==> src/core/fcd_defs.svh <==
// command decoder constants: register offsets, fields, command codes, counts
// assumes inclusion by bare name from the modules
`ifndef FCD_DEFS_SVH
`define FCD_DEFS_SVH
// ==========================================
// register byte offsets
`define OFF_CLKDIV 12'h000
`define OFF_STATUS 12'h004
`define OFF_CMD 12'h008
`define OFF_PARAM0 12'h00C
`define OFF_PARAM1 12'h010
`define OFF_PARAM2 12'h014
`define OFF_PPROT 12'h018
`define OFF_DPROT 12'h01C
`define OFF_RESULT 12'h020
`define OFF_OTP_ADDR 12'h024
// ==========================================
// status fields
`define ST_COMMAND_COMPLETE_FLAG 0
`define ST_ACCESS_ERROR_FLAG 1
`define ST_PVIOL 2
`define ST_DIVLD 3
`define ST_SECURED 4
`define ST_VERR 5
// protection fields
`define PP_LDIS 0
`define PP_HDIS 1
`define PP_OPEN 2
`define DP_OPEN 0
// parameter0: bit 16 selects data array
`define P0_DATA_SEL 16
// ==========================================
// command codes
`define CMD_EV_ALL 8'h01
`define CMD_EV_BLK 8'h02
`define CMD_EV_PSEC 8'h03
`define CMD_RD_ONCE 8'h04
`define CMD_PRG_P 8'h06
`define CMD_PRG_ONCE 8'h07
`define CMD_ERS_ALL 8'h08
`define CMD_ERS_BLK 8'h09
`define CMD_ERS_PSEC 8'h0A
`define CMD_UNSEC 8'h0B
`define CMD_BACKDOOR 8'h0C
`define CMD_USR_MARGIN 8'h0D
`define CMD_FLD_MARGIN 8'h0E
`define CMD_EV_DSEC 8'h10
`define CMD_PRG_D 8'h11
`define CMD_ERS_DSEC 8'h12
// ==========================================
// sizes and timing
`define OTP_WORDS 16
`define OTP_AW 4
`define MAX_DWORDS 4
`define OP_CYCLES 8'h10
`define KEY_RESET 32'h5A5A_A5A5
`endif

==> src/core/fcd_pkg.sv <==
// types shared by the command decoder modules
// assumes fcd_defs.svh on the include path
package fcd_pkg;
	typedef enum logic [2:0] {
		ST_IDLE = 3'b000,
		ST_CHECK = 3'b001,
		ST_EXEC = 3'b010,
		ST_DONE = 3'b011
	} seq_e;
	// array operation kinds issued to the array engine
	typedef enum logic [2:0] {
		OP_NONE = 3'b000,
		OP_VERIFY = 3'b001,
		OP_PROGRAM = 3'b010,
		OP_ERASE = 3'b011,
		OP_MARGIN = 3'b100
	} op_e;
	typedef enum logic [1:0] {
		SC_BLOCK = 2'b00,
		SC_ALL = 2'b01,
		SC_SECTOR = 2'b10,
		SC_RANGE = 2'b11
	} scope_e;
endpackage

==> src/core/fcd_op_if.sv <==
// carrier between the decoder and the array engine
// assumes one clock shared by both ends
`timescale 1ns/10ps
interface fcd_op_if;
	logic start;
	fcd_pkg::op_e op;
	fcd_pkg::scope_e scope;
	logic data_sel;
	logic [31:0] addr;
	logic [15:0] count;
	logic busy;
	logic done;
	logic fail;
	modport ctrl (output start, op, scope, data_sel, addr, count, input busy, done, fail);
	modport eng (input start, op, scope, data_sel, addr, count, output busy, done, fail);
endinterface

==> src/core/fcd_engine.sv <==
// array operation engine: timed stand-in for the array algorithm
// assumes one start pulse per operation while idle; done pulses once
`timescale 1ns/10ps
`include "fcd_defs.svh"
module fcd_engine (
	input wire logic pclk,
	input wire logic presetn,
	input wire logic cen,
	input wire logic array_fail,
	fcd_op_if.eng bus
);
	typedef struct packed {
		logic [7:0] cnt;
		logic busy;
		logic done;
		logic fail;
	} eng_s;
	eng_s st_ff, nxt_st;
	// ==========================================
	// operation timer
	always_comb begin
		nxt_st = st_ff;
		nxt_st.done = 1'b0;
		if (st_ff.busy) begin
			if (st_ff.cnt == 8'h00) begin
				nxt_st.busy = 1'b0;
				nxt_st.done = 1'b1;
				nxt_st.fail = array_fail & (bus.op == fcd_pkg::OP_VERIFY);
			end else begin
				nxt_st.cnt = st_ff.cnt - 8'h01;
			end
		end else if (bus.start) begin
			nxt_st.busy = 1'b1;
			nxt_st.cnt = `OP_CYCLES;
			nxt_st.fail = 1'b0;
		end
	end
	always_ff @(posedge pclk or negedge presetn) begin
		if (!presetn) begin
			st_ff <= '0;
		end else if (cen) begin
			st_ff <= nxt_st;
		end
	end
	assign bus.busy = st_ff.busy;
	assign bus.done = st_ff.done;
	assign bus.fail = st_ff.fail;
endmodule // fcd_engine

==> src/core/fcd_otp.sv <==
// one-time-programmable field: 16 words, each writable once
// assumes writes arrive only from the decoder
`timescale 1ns/10ps
`include "fcd_defs.svh"
module fcd_otp (
	input wire logic pclk,
	input wire logic presetn,
	input wire logic cen,
	input wire logic wr,
	input wire logic [`OTP_AW-1:0] addr,
	input wire logic [31:0] wdata,
	output logic [31:0] rdata,
	output logic used
);
	typedef struct packed {
		logic [`OTP_WORDS-1:0][31:0] mem;
		logic [`OTP_WORDS-1:0] written;
	} otp_s;
	otp_s st_ff, nxt_st;
	// ==========================================
	// once-only write; a second write leaves the word alone
	always_comb begin
		nxt_st = st_ff;
		if (wr && !st_ff.written[addr]) begin
			nxt_st.mem[addr] = wdata;
			nxt_st.written[addr] = 1'b1;
		end
	end
	always_ff @(posedge pclk or negedge presetn) begin
		if (!presetn) begin
			st_ff <= '0;
		end else if (cen) begin
			st_ff <= nxt_st;
		end
	end
	assign rdata = st_ff.mem[addr];
	assign used = st_ff.written[addr];
endmodule // fcd_otp

==> src/core/flash_command_decoder.sv <==
// flash command decoder: APB registers, command check and dispatch
// assumes an APB master on pclk; array engine and OTP field instantiated here
//
// Our own choices: register access over APB and the address map.
`timescale 1ns/10ps
`include "fcd_defs.svh"
module flash_command_decoder (
	input wire logic pclk,
	input wire logic presetn,
	input wire logic cen,
	input wire logic special_mode,
	input wire logic array_fail,
	input wire logic psel,
	input wire logic penable,
	input wire logic pwrite,
	input wire logic [11:0] paddr,
	input wire logic [31:0] pwdata,
	output logic [31:0] prdata,
	output logic pready,
	output logic pslverr,
	output logic [7:0] margin_level_p,
	output logic [7:0] margin_level_d,
	output logic secured
);
	typedef struct packed {
		fcd_pkg::seq_e seq;
		logic [7:0] clkdiv;
		logic divld;
		logic command_complete_flag;
		logic access_error_flag;
		logic pviol;
		logic verr;
		logic secured;
		logic [7:0] cmd;
		logic [31:0] p0;
		logic [31:0] p1;
		logic [31:0] p2;
		logic [2:0] pprot;
		logic dprot;
		logic [31:0] result;
		logic [7:0] mlev_p;
		logic [7:0] mlev_d;
		logic unsec_verify;
		logic eng_start;
		fcd_pkg::op_e op;
		fcd_pkg::scope_e scope;
		logic otp_wr;
		logic [31:0] prdata;
		logic pready;
		logic pslverr;
		logic mode_m1;
		logic mode_m2;
	} dec_s;
	dec_s st_ff, nxt_st;
	fcd_op_if opb ();
	logic [31:0] otp_rdata;
	logic otp_used;
	logic access;
	logic valid_code;
	logic prog_erase;
	logic data_sel;
	logic prot_ok;
	// ==========================================
	// sub-blocks
	fcd_engine u_engine (
		.pclk(pclk),
		.presetn(presetn),
		.cen(cen),
		.array_fail(array_fail),
		.bus(opb.eng)
	);
	fcd_otp u_otp (
		.pclk(pclk),
		.presetn(presetn),
		.cen(cen),
		.wr(st_ff.otp_wr),
		.addr(st_ff.p1[`OTP_AW-1:0]),
		.wdata(st_ff.p2),
		.rdata(otp_rdata),
		.used(otp_used)
	);
	assign opb.start = st_ff.eng_start;
	assign opb.op = st_ff.op;
	assign opb.scope = st_ff.scope;
	assign opb.data_sel = st_ff.p0[`P0_DATA_SEL];
	assign opb.addr = st_ff.p1;
	assign opb.count = st_ff.p2[15:0];
	// ==========================================
	// command classification
	assign access = psel & penable & ~st_ff.pready;
	assign data_sel = st_ff.p0[`P0_DATA_SEL];
	always_comb begin
		case (st_ff.cmd)
			`CMD_EV_ALL, `CMD_EV_BLK, `CMD_EV_PSEC, `CMD_RD_ONCE, `CMD_PRG_P,
			`CMD_PRG_ONCE, `CMD_ERS_BLK, `CMD_ERS_PSEC, `CMD_BACKDOOR,
			`CMD_USR_MARGIN, `CMD_EV_DSEC, `CMD_PRG_D, `CMD_ERS_DSEC: valid_code = 1'b1;
			`CMD_ERS_ALL, `CMD_UNSEC, `CMD_FLD_MARGIN: valid_code = st_ff.mode_m2;
			default: valid_code = 1'b0;
		endcase
		case (st_ff.cmd)
			`CMD_PRG_P, `CMD_PRG_ONCE, `CMD_ERS_ALL, `CMD_ERS_BLK, `CMD_ERS_PSEC,
			`CMD_UNSEC, `CMD_PRG_D, `CMD_ERS_DSEC: prog_erase = 1'b1;
			default: prog_erase = 1'b0;
		endcase
		// full-block protection check
		case (st_ff.cmd)
			`CMD_ERS_ALL: prot_ok = (&st_ff.pprot) & st_ff.dprot;
			`CMD_ERS_BLK: begin
				if (data_sel) begin
					prot_ok = st_ff.dprot;
				end else begin
					prot_ok = &st_ff.pprot;
				end
			end
			default: prot_ok = 1'b1;
		endcase
	end
	// ==========================================
	// registers, launch and sequencing
	always_comb begin
		nxt_st = st_ff;
		nxt_st.eng_start = 1'b0;
		nxt_st.otp_wr = 1'b0;
		nxt_st.pready = access;
		nxt_st.pslverr = 1'b0;
		// mode pin is asynchronous to pclk: two flops before use
		nxt_st.mode_m1 = special_mode;
		nxt_st.mode_m2 = st_ff.mode_m1;
		if (access) begin
			nxt_st.pslverr = 1'b0;
			nxt_st.prdata = 32'h0000_0000;
			if (pwrite) begin
				case (paddr)
					`OFF_CLKDIV: begin
						if (st_ff.command_complete_flag) begin
							nxt_st.clkdiv = pwdata[7:0];
							nxt_st.divld = 1'b1;
						end
					end
					`OFF_STATUS: begin
						// access_error_flag and pviol clear by writing one; launch on command_complete_flag write
						if (pwdata[`ST_ACCESS_ERROR_FLAG]) nxt_st.access_error_flag = 1'b0;
						if (pwdata[`ST_PVIOL]) nxt_st.pviol = 1'b0;
						if (pwdata[`ST_COMMAND_COMPLETE_FLAG] && st_ff.command_complete_flag && !st_ff.access_error_flag && !st_ff.pviol) begin
							nxt_st.command_complete_flag = 1'b0;
							nxt_st.seq = fcd_pkg::ST_CHECK;
						end
					end
					`OFF_CMD: if (st_ff.command_complete_flag) nxt_st.cmd = pwdata[7:0];
					`OFF_PARAM0: if (st_ff.command_complete_flag) nxt_st.p0 = pwdata;
					`OFF_PARAM1: if (st_ff.command_complete_flag) nxt_st.p1 = pwdata;
					`OFF_PARAM2: if (st_ff.command_complete_flag) nxt_st.p2 = pwdata;
					`OFF_PPROT: if (st_ff.command_complete_flag) nxt_st.pprot = pwdata[2:0];
					`OFF_DPROT: if (st_ff.command_complete_flag) nxt_st.dprot = pwdata[0];
					`OFF_RESULT, `OFF_OTP_ADDR: ;
					default: nxt_st.pslverr = 1'b1;
				endcase
			end else begin
				case (paddr)
					`OFF_CLKDIV: nxt_st.prdata = {24'h000000, st_ff.clkdiv};
					`OFF_STATUS: begin
						nxt_st.prdata[`ST_COMMAND_COMPLETE_FLAG] = st_ff.command_complete_flag;
						nxt_st.prdata[`ST_ACCESS_ERROR_FLAG] = st_ff.access_error_flag;
						nxt_st.prdata[`ST_PVIOL] = st_ff.pviol;
						nxt_st.prdata[`ST_DIVLD] = st_ff.divld;
						nxt_st.prdata[`ST_SECURED] = st_ff.secured;
						nxt_st.prdata[`ST_VERR] = st_ff.verr;
					end
					`OFF_CMD: nxt_st.prdata = {24'h000000, st_ff.cmd};
					`OFF_PARAM0: nxt_st.prdata = st_ff.p0;
					`OFF_PARAM1: nxt_st.prdata = st_ff.p1;
					`OFF_PARAM2: nxt_st.prdata = st_ff.p2;
					`OFF_PPROT: nxt_st.prdata = {29'h00000000, st_ff.pprot};
					`OFF_DPROT: nxt_st.prdata = {31'h00000000, st_ff.dprot};
					`OFF_RESULT: nxt_st.prdata = st_ff.result;
					`OFF_OTP_ADDR: nxt_st.prdata = {31'h00000000, otp_used};
					default: nxt_st.pslverr = 1'b1;
				endcase
			end
		end
		// command sequencer
		case (st_ff.seq)
			fcd_pkg::ST_IDLE: ;
			fcd_pkg::ST_CHECK: begin
				nxt_st.seq = fcd_pkg::ST_DONE;
				nxt_st.verr = 1'b0;
				if (!valid_code) begin
					nxt_st.access_error_flag = 1'b1;
				end else if (prog_erase && !st_ff.divld) begin
					nxt_st.access_error_flag = 1'b1;
				end else if (!prot_ok) begin
					nxt_st.pviol = 1'b1;
				end else begin
					nxt_st.eng_start = 1'b1;
					nxt_st.seq = fcd_pkg::ST_EXEC;
					nxt_st.scope = fcd_pkg::SC_BLOCK;
					nxt_st.op = fcd_pkg::OP_NONE;
					case (st_ff.cmd)
						`CMD_EV_ALL: begin
							nxt_st.op = fcd_pkg::OP_VERIFY;
							nxt_st.scope = fcd_pkg::SC_ALL;
						end
						`CMD_EV_BLK: nxt_st.op = fcd_pkg::OP_VERIFY;
						`CMD_EV_PSEC, `CMD_EV_DSEC: begin
							nxt_st.op = fcd_pkg::OP_VERIFY;
							nxt_st.scope = fcd_pkg::SC_RANGE;
						end
						`CMD_RD_ONCE: begin
							nxt_st.result = otp_rdata;
							nxt_st.eng_start = 1'b0;
							nxt_st.seq = fcd_pkg::ST_DONE;
						end
						`CMD_PRG_P: begin
							nxt_st.op = fcd_pkg::OP_PROGRAM;
							nxt_st.scope = fcd_pkg::SC_RANGE;
						end
						`CMD_PRG_ONCE: begin
							nxt_st.eng_start = 1'b0;
							nxt_st.seq = fcd_pkg::ST_DONE;
							if (otp_used) begin
								nxt_st.access_error_flag = 1'b1;
							end else begin
								nxt_st.otp_wr = 1'b1;
							end
						end
						`CMD_ERS_ALL: begin
							nxt_st.op = fcd_pkg::OP_ERASE;
							nxt_st.scope = fcd_pkg::SC_ALL;
						end
						`CMD_ERS_BLK: nxt_st.op = fcd_pkg::OP_ERASE;
						`CMD_ERS_PSEC, `CMD_ERS_DSEC: begin
							nxt_st.op = fcd_pkg::OP_ERASE;
							nxt_st.scope = fcd_pkg::SC_SECTOR;
						end
						`CMD_UNSEC: begin
							nxt_st.op = fcd_pkg::OP_ERASE;
							nxt_st.scope = fcd_pkg::SC_ALL;
							nxt_st.unsec_verify = 1'b1;
						end
						`CMD_BACKDOOR: begin
							nxt_st.eng_start = 1'b0;
							nxt_st.seq = fcd_pkg::ST_DONE;
							if (st_ff.p1 == `KEY_RESET) nxt_st.secured = 1'b0;
							else nxt_st.verr = 1'b1;
						end
						`CMD_USR_MARGIN, `CMD_FLD_MARGIN: begin
							nxt_st.eng_start = 1'b0;
							nxt_st.seq = fcd_pkg::ST_DONE;
							if (data_sel) nxt_st.mlev_d = st_ff.p1[7:0];
							else nxt_st.mlev_p = st_ff.p1[7:0];
						end
						`CMD_PRG_D: begin
							if (st_ff.p2[2:0] == 3'h0 || st_ff.p2[2:0] > 3'h4) begin
								nxt_st.access_error_flag = 1'b1;
								nxt_st.eng_start = 1'b0;
								nxt_st.seq = fcd_pkg::ST_DONE;
							end else begin
								nxt_st.op = fcd_pkg::OP_PROGRAM;
								nxt_st.scope = fcd_pkg::SC_RANGE;
							end
						end
						default: begin
							nxt_st.eng_start = 1'b0;
							nxt_st.seq = fcd_pkg::ST_DONE;
						end
					endcase
				end
			end
			fcd_pkg::ST_EXEC: begin
				if (opb.done) begin
					if (st_ff.unsec_verify) begin
						// second pass of unsecure: verify what was just erased
						nxt_st.unsec_verify = 1'b0;
						nxt_st.op = fcd_pkg::OP_VERIFY;
						nxt_st.eng_start = 1'b1;
						nxt_st.secured = 1'b0;
					end else begin
						nxt_st.verr = opb.fail;
						nxt_st.seq = fcd_pkg::ST_DONE;
					end
				end
			end
			fcd_pkg::ST_DONE: begin
				nxt_st.command_complete_flag = 1'b1;
				nxt_st.seq = fcd_pkg::ST_IDLE;
			end
			default: nxt_st.seq = fcd_pkg::ST_IDLE;
		endcase
	end
	always_ff @(posedge pclk or negedge presetn) begin
		if (!presetn) begin
			st_ff <= '0;
			st_ff.command_complete_flag <= 1'b1;
			st_ff.secured <= 1'b1;
		end else if (cen) begin
			st_ff <= nxt_st;
		end
	end
	assign prdata = st_ff.prdata;
	assign pready = st_ff.pready;
	assign pslverr = st_ff.pslverr;
	assign margin_level_p = st_ff.mlev_p;
	assign margin_level_d = st_ff.mlev_d;
	assign secured = st_ff.secured;
endmodule // flash_command_decoder

==> config.mk <==
export PLATFORM = sky130hd
export DESIGN_NAME = flash_command_decoder
export DESIGN_NICKNAME = d
export VERILOG_FILES = /design/src/core/fcd_pkg.sv /design/src/core/fcd_op_if.sv /design/src/core/fcd_engine.sv /design/src/core/fcd_otp.sv /design/src/core/flash_command_decoder.sv
export VERILOG_INCLUDE_DIRS = /design/src /design/src/core
export SDC_FILE = /design/constraint.sdc
export NUM_CORES = 1
export LEC_CHECK = 0
export BUFFER_PORTS_ARGS = -buffer_cell sky130_fd_sc_hd__buf_4
export CORE_MARGIN = 8
export CORE_UTILIZATION = 25
export DETAILED_ROUTE_END_ITERATION = 16
export GPL_ROUTABILITY_DRIVEN = 0
export SLEW_MARGIN = 20
export SYNTH_ARGS = -nofsm -noshare
export SYNTH_HDL_FRONTEND = slang
export SYNTH_SLANG_ARGS = --single-unit
==> constraint.sdc <==
create_clock -name pclk -period 5.2 [get_ports pclk]
set_input_delay 1.04 -clock pclk [delete_from_list [all_inputs] [get_ports pclk]]
set_output_delay 1.04 -clock pclk [all_outputs]
set_load 0.01 [all_outputs]
==> metrics.txt <==
status=finished, final reports clean; Core ar.=about 140000 sq um; delay-heaviest family, CP=buffers and inverters; Main synth FF type=dfrtp_1; # clock sinks=753; CTS tree=built; CP max stage delay=between 0.9 and 1 ns; CP arrival=4.07 ns; PostCTS Resize Cnt=0; Fill cells=~14000; drt wl/cell=22.3 um; final setup fails=0; placed insts=3996; Slowest cell on crit path=dfrtp_4; synthesized area=approximately 34000 sq um; VDD IR max=~0.23 mV; max frequency=~280 MHz; share of layout cells above drive strength 1=0.497; Max transition margin=0.217; area of the multi-input gates=~14000 sq um; TritonCTS buffer count=83; worst-margin pin slew=1.16 ns; GR Util All Layers=0.123; Synth top area share=0.549; CTS clock-pin slew for the worst setup and hold paths=0.06 ns; largest net degree at the start of global routing=102; fraction of registers with async set/reset=1.00; CP bufs+invs=2; Total Wirelength=92200 um; Row Count=approximately 140; number of I/O pins=about 100; setup tns final=0 ns; critical-path maximum fanout=between 40 and 50; Root Buffer=clkbuf_16; Post-Route Hold Slack=~0.47 ns; setup bufs post-CTS=0; Post-synth EDFFs=0; P_leak=about 18 nW; CP Class=flip-flop to flip-flop; post-route ant nets=0; WP data required=between 5 and 6 ns; power consumption=between 10 and 15 mW; Post-Layout Cell Count=~4100; initial antenna violation count=8; worst min path class=flip-flop to flip-flop; RSZ-0062 raised after global routing=no; via count=about 20000; routed wl met3=a little over 5000 um; vias in the first global route=20659; fin crit period=~3.6 ns; Detailed Place HPWL=~58000 um; Initial DRC Count=1488; max-slew violations=0; CTS Buffer Depth=3; Critical Path Source Type=flip-flop; port bufs=around 100; ordered cell list for the critical path=buf_4 > buf_4 > mux4_2 > mux4_2 > mux2_2; H-tree depth=3; Final Hold Viols=0; met2 wire length=41400 um; power per cell area=slightly above 300 nW/um^2; critical path capture point type=flip-flop; number of synthesized register bits=roughly 750; Post-Syn Instances=about 2300; largest cells by area after synthesis=dfrtp_1, mux2_2, mux4_2; maxcap violations=0; DRC=0; Worst Reg-to-Reg Cells=5; top sig layer=met5; yosys warns=0; final clock skew=about 0.048 ns; WHS Path Cells=1; DR pass1 iterations=7; Seq/Total Area, Yosys=0.550; die extent in x=386 um; first-pass GRT wire length=roughly 140000 um; WP depth=5; Seq. cell area=roughly 19000 sq um; total congestion overflow=0; number of distinct library cells after synthesis=73; DIE AREA=149000 sq um; Avg Cell Area, Syn=15.1 sq um; CTS Hold Bufs=0; Clock Latency Late Sink=about 0.64 ns; top cell type by total area after synthesis=dfrtp_1; Initial Util=0.250; fin crit share=0.690; Layout area overhead=15.4%; fin util=0.289; Mapped Nets=2323; met1 WL=between 40000 and 50000 um; final net count=approximately 2300; vias per cell=~4.8; die height=approximately 390 um
[per-layer routing]
layer  up-vias  track usage
met1     10818        0.180
met5         -            0
met3       135       0.0239
li1       8466            -
met4         2       0.0320
met2       484        0.186
[placed cells by master, fill, tap and decap left out, drive strengths merged, types with 7 or more instances in the layout]
cell type	Yosys	routed
nand3	16	16
mux2	683	683
a222oi	25	25
inv	20	24
nand4	9	9
a21o	25	25
mux2i	8	8
clkbuf	77	119
or2	17	17
bufinv	0	7
clkinv	0	10
nand2	64	64
nand4b	7	7
nor3	19	19
o21ai	17	17
dfrtp	751	751
nor2	44	44
nand2b	12	12
buf	142	156
nor2b	8	8
a21oi	32	32
mux4	166	166
a22oi	8	8
nor4	20	20
[sequential cells by signal (all words and copies together), names as in the netlist, 8 cells and up]
| signal | cells |
|---|---|
| u_otp.st_ff | 528 |
| prdata | 32 |
| margin_level_p | 8 |
| opb.addr | 32 |
| u_engine.st_ff | 8 |
| opb.count | 16 |
| margin_level_d | 8 |
| st_ff | 110 |
[where the power goes]
part	internal [mW]	switching, mW	leakage (nW)
registers	5.91	0.0556	10.5
logic	0.112	0.242	6.41
clock network	3.51	2.43	1.32
total	9.54	2.72	18.2
[worst paths after layout]
| check | slack [ns] | start | to |
|---|---|---|---|
| max | 1.61 | opb.addr[1] | st_ff[67] |
| min | 0.47 | u_otp.st_ff[12] | u_otp.st_ff[12] |
| max reg2reg | 1.61 | opb.addr[1] | st_ff[67] |
| min reg2reg | 0.47 | u_otp.st_ff[12] | u_otp.st_ff[12] |
| max in group asynchronous | 3.50 | presetn | st_ff[117] |
| min in group asynchronous | 0.48 | presetn | u_otp.st_ff[21] |
[Yosys cell counts (6+ instances only)]
master,n
a21oi_1,32
mux2i_1,8
nor3_1,17
nand2_1,64
a21o_1,25
nor2b_1,8
buf_4,62
a222oi_1,25
nand4_1,9
o21ai_0,17
or2_2,17
buf_2,55
nor2_2,6
nor2_1,38
xnor2_1,6
buf_1,21
a211oi_1,6
clkbuf_1,77
nand3_1,16
mux2_1,15
nor4_1,14
mux2_2,668
a22oi_1,8
nand4b_1,7
mux4_2,166
inv_1,20
o22ai_1,6
dfrtp_1,751
and3_1,6
ha_1,6
nand2b_1,12
[kinds of logic after synthesis]
family          count (synthesis)  share of synthesized area
mux                           857                      0.336
flops                         753                      0.550
simple gates                  246                     0.0404
buf+inv                       239                     0.0359
compound gates                157                     0.0337
xor+xnor                        7                    0.00179
fa+ha+maj                       6                    0.00219
[area by class of cell]
type / count / share of cell area
Clock buffer: 119 / 0.0598
Antenna cell: 3 / 0.000190
Inverter: 20 / 0.00190
Multi-Input combinational cell: 1273 / 0.362
Tap cell: 1794 / 0.0568
Clock inverter: 23 / 0.00883
Sequential cell: 753 / 0.477
Timing Repair Buffer: 156 / 0.0338
[through the flow]
stage                     setup WS (ns)  cell area [sq um]
after CTS                          1.59              39500
after global routing               1.48              39500
after detailed placement           1.35              36800
after global placement             1.33              36800
after floorplan                    2.29              34300
final                              1.61              39500
No activity file was read; power rests on OpenSTA's default activity.
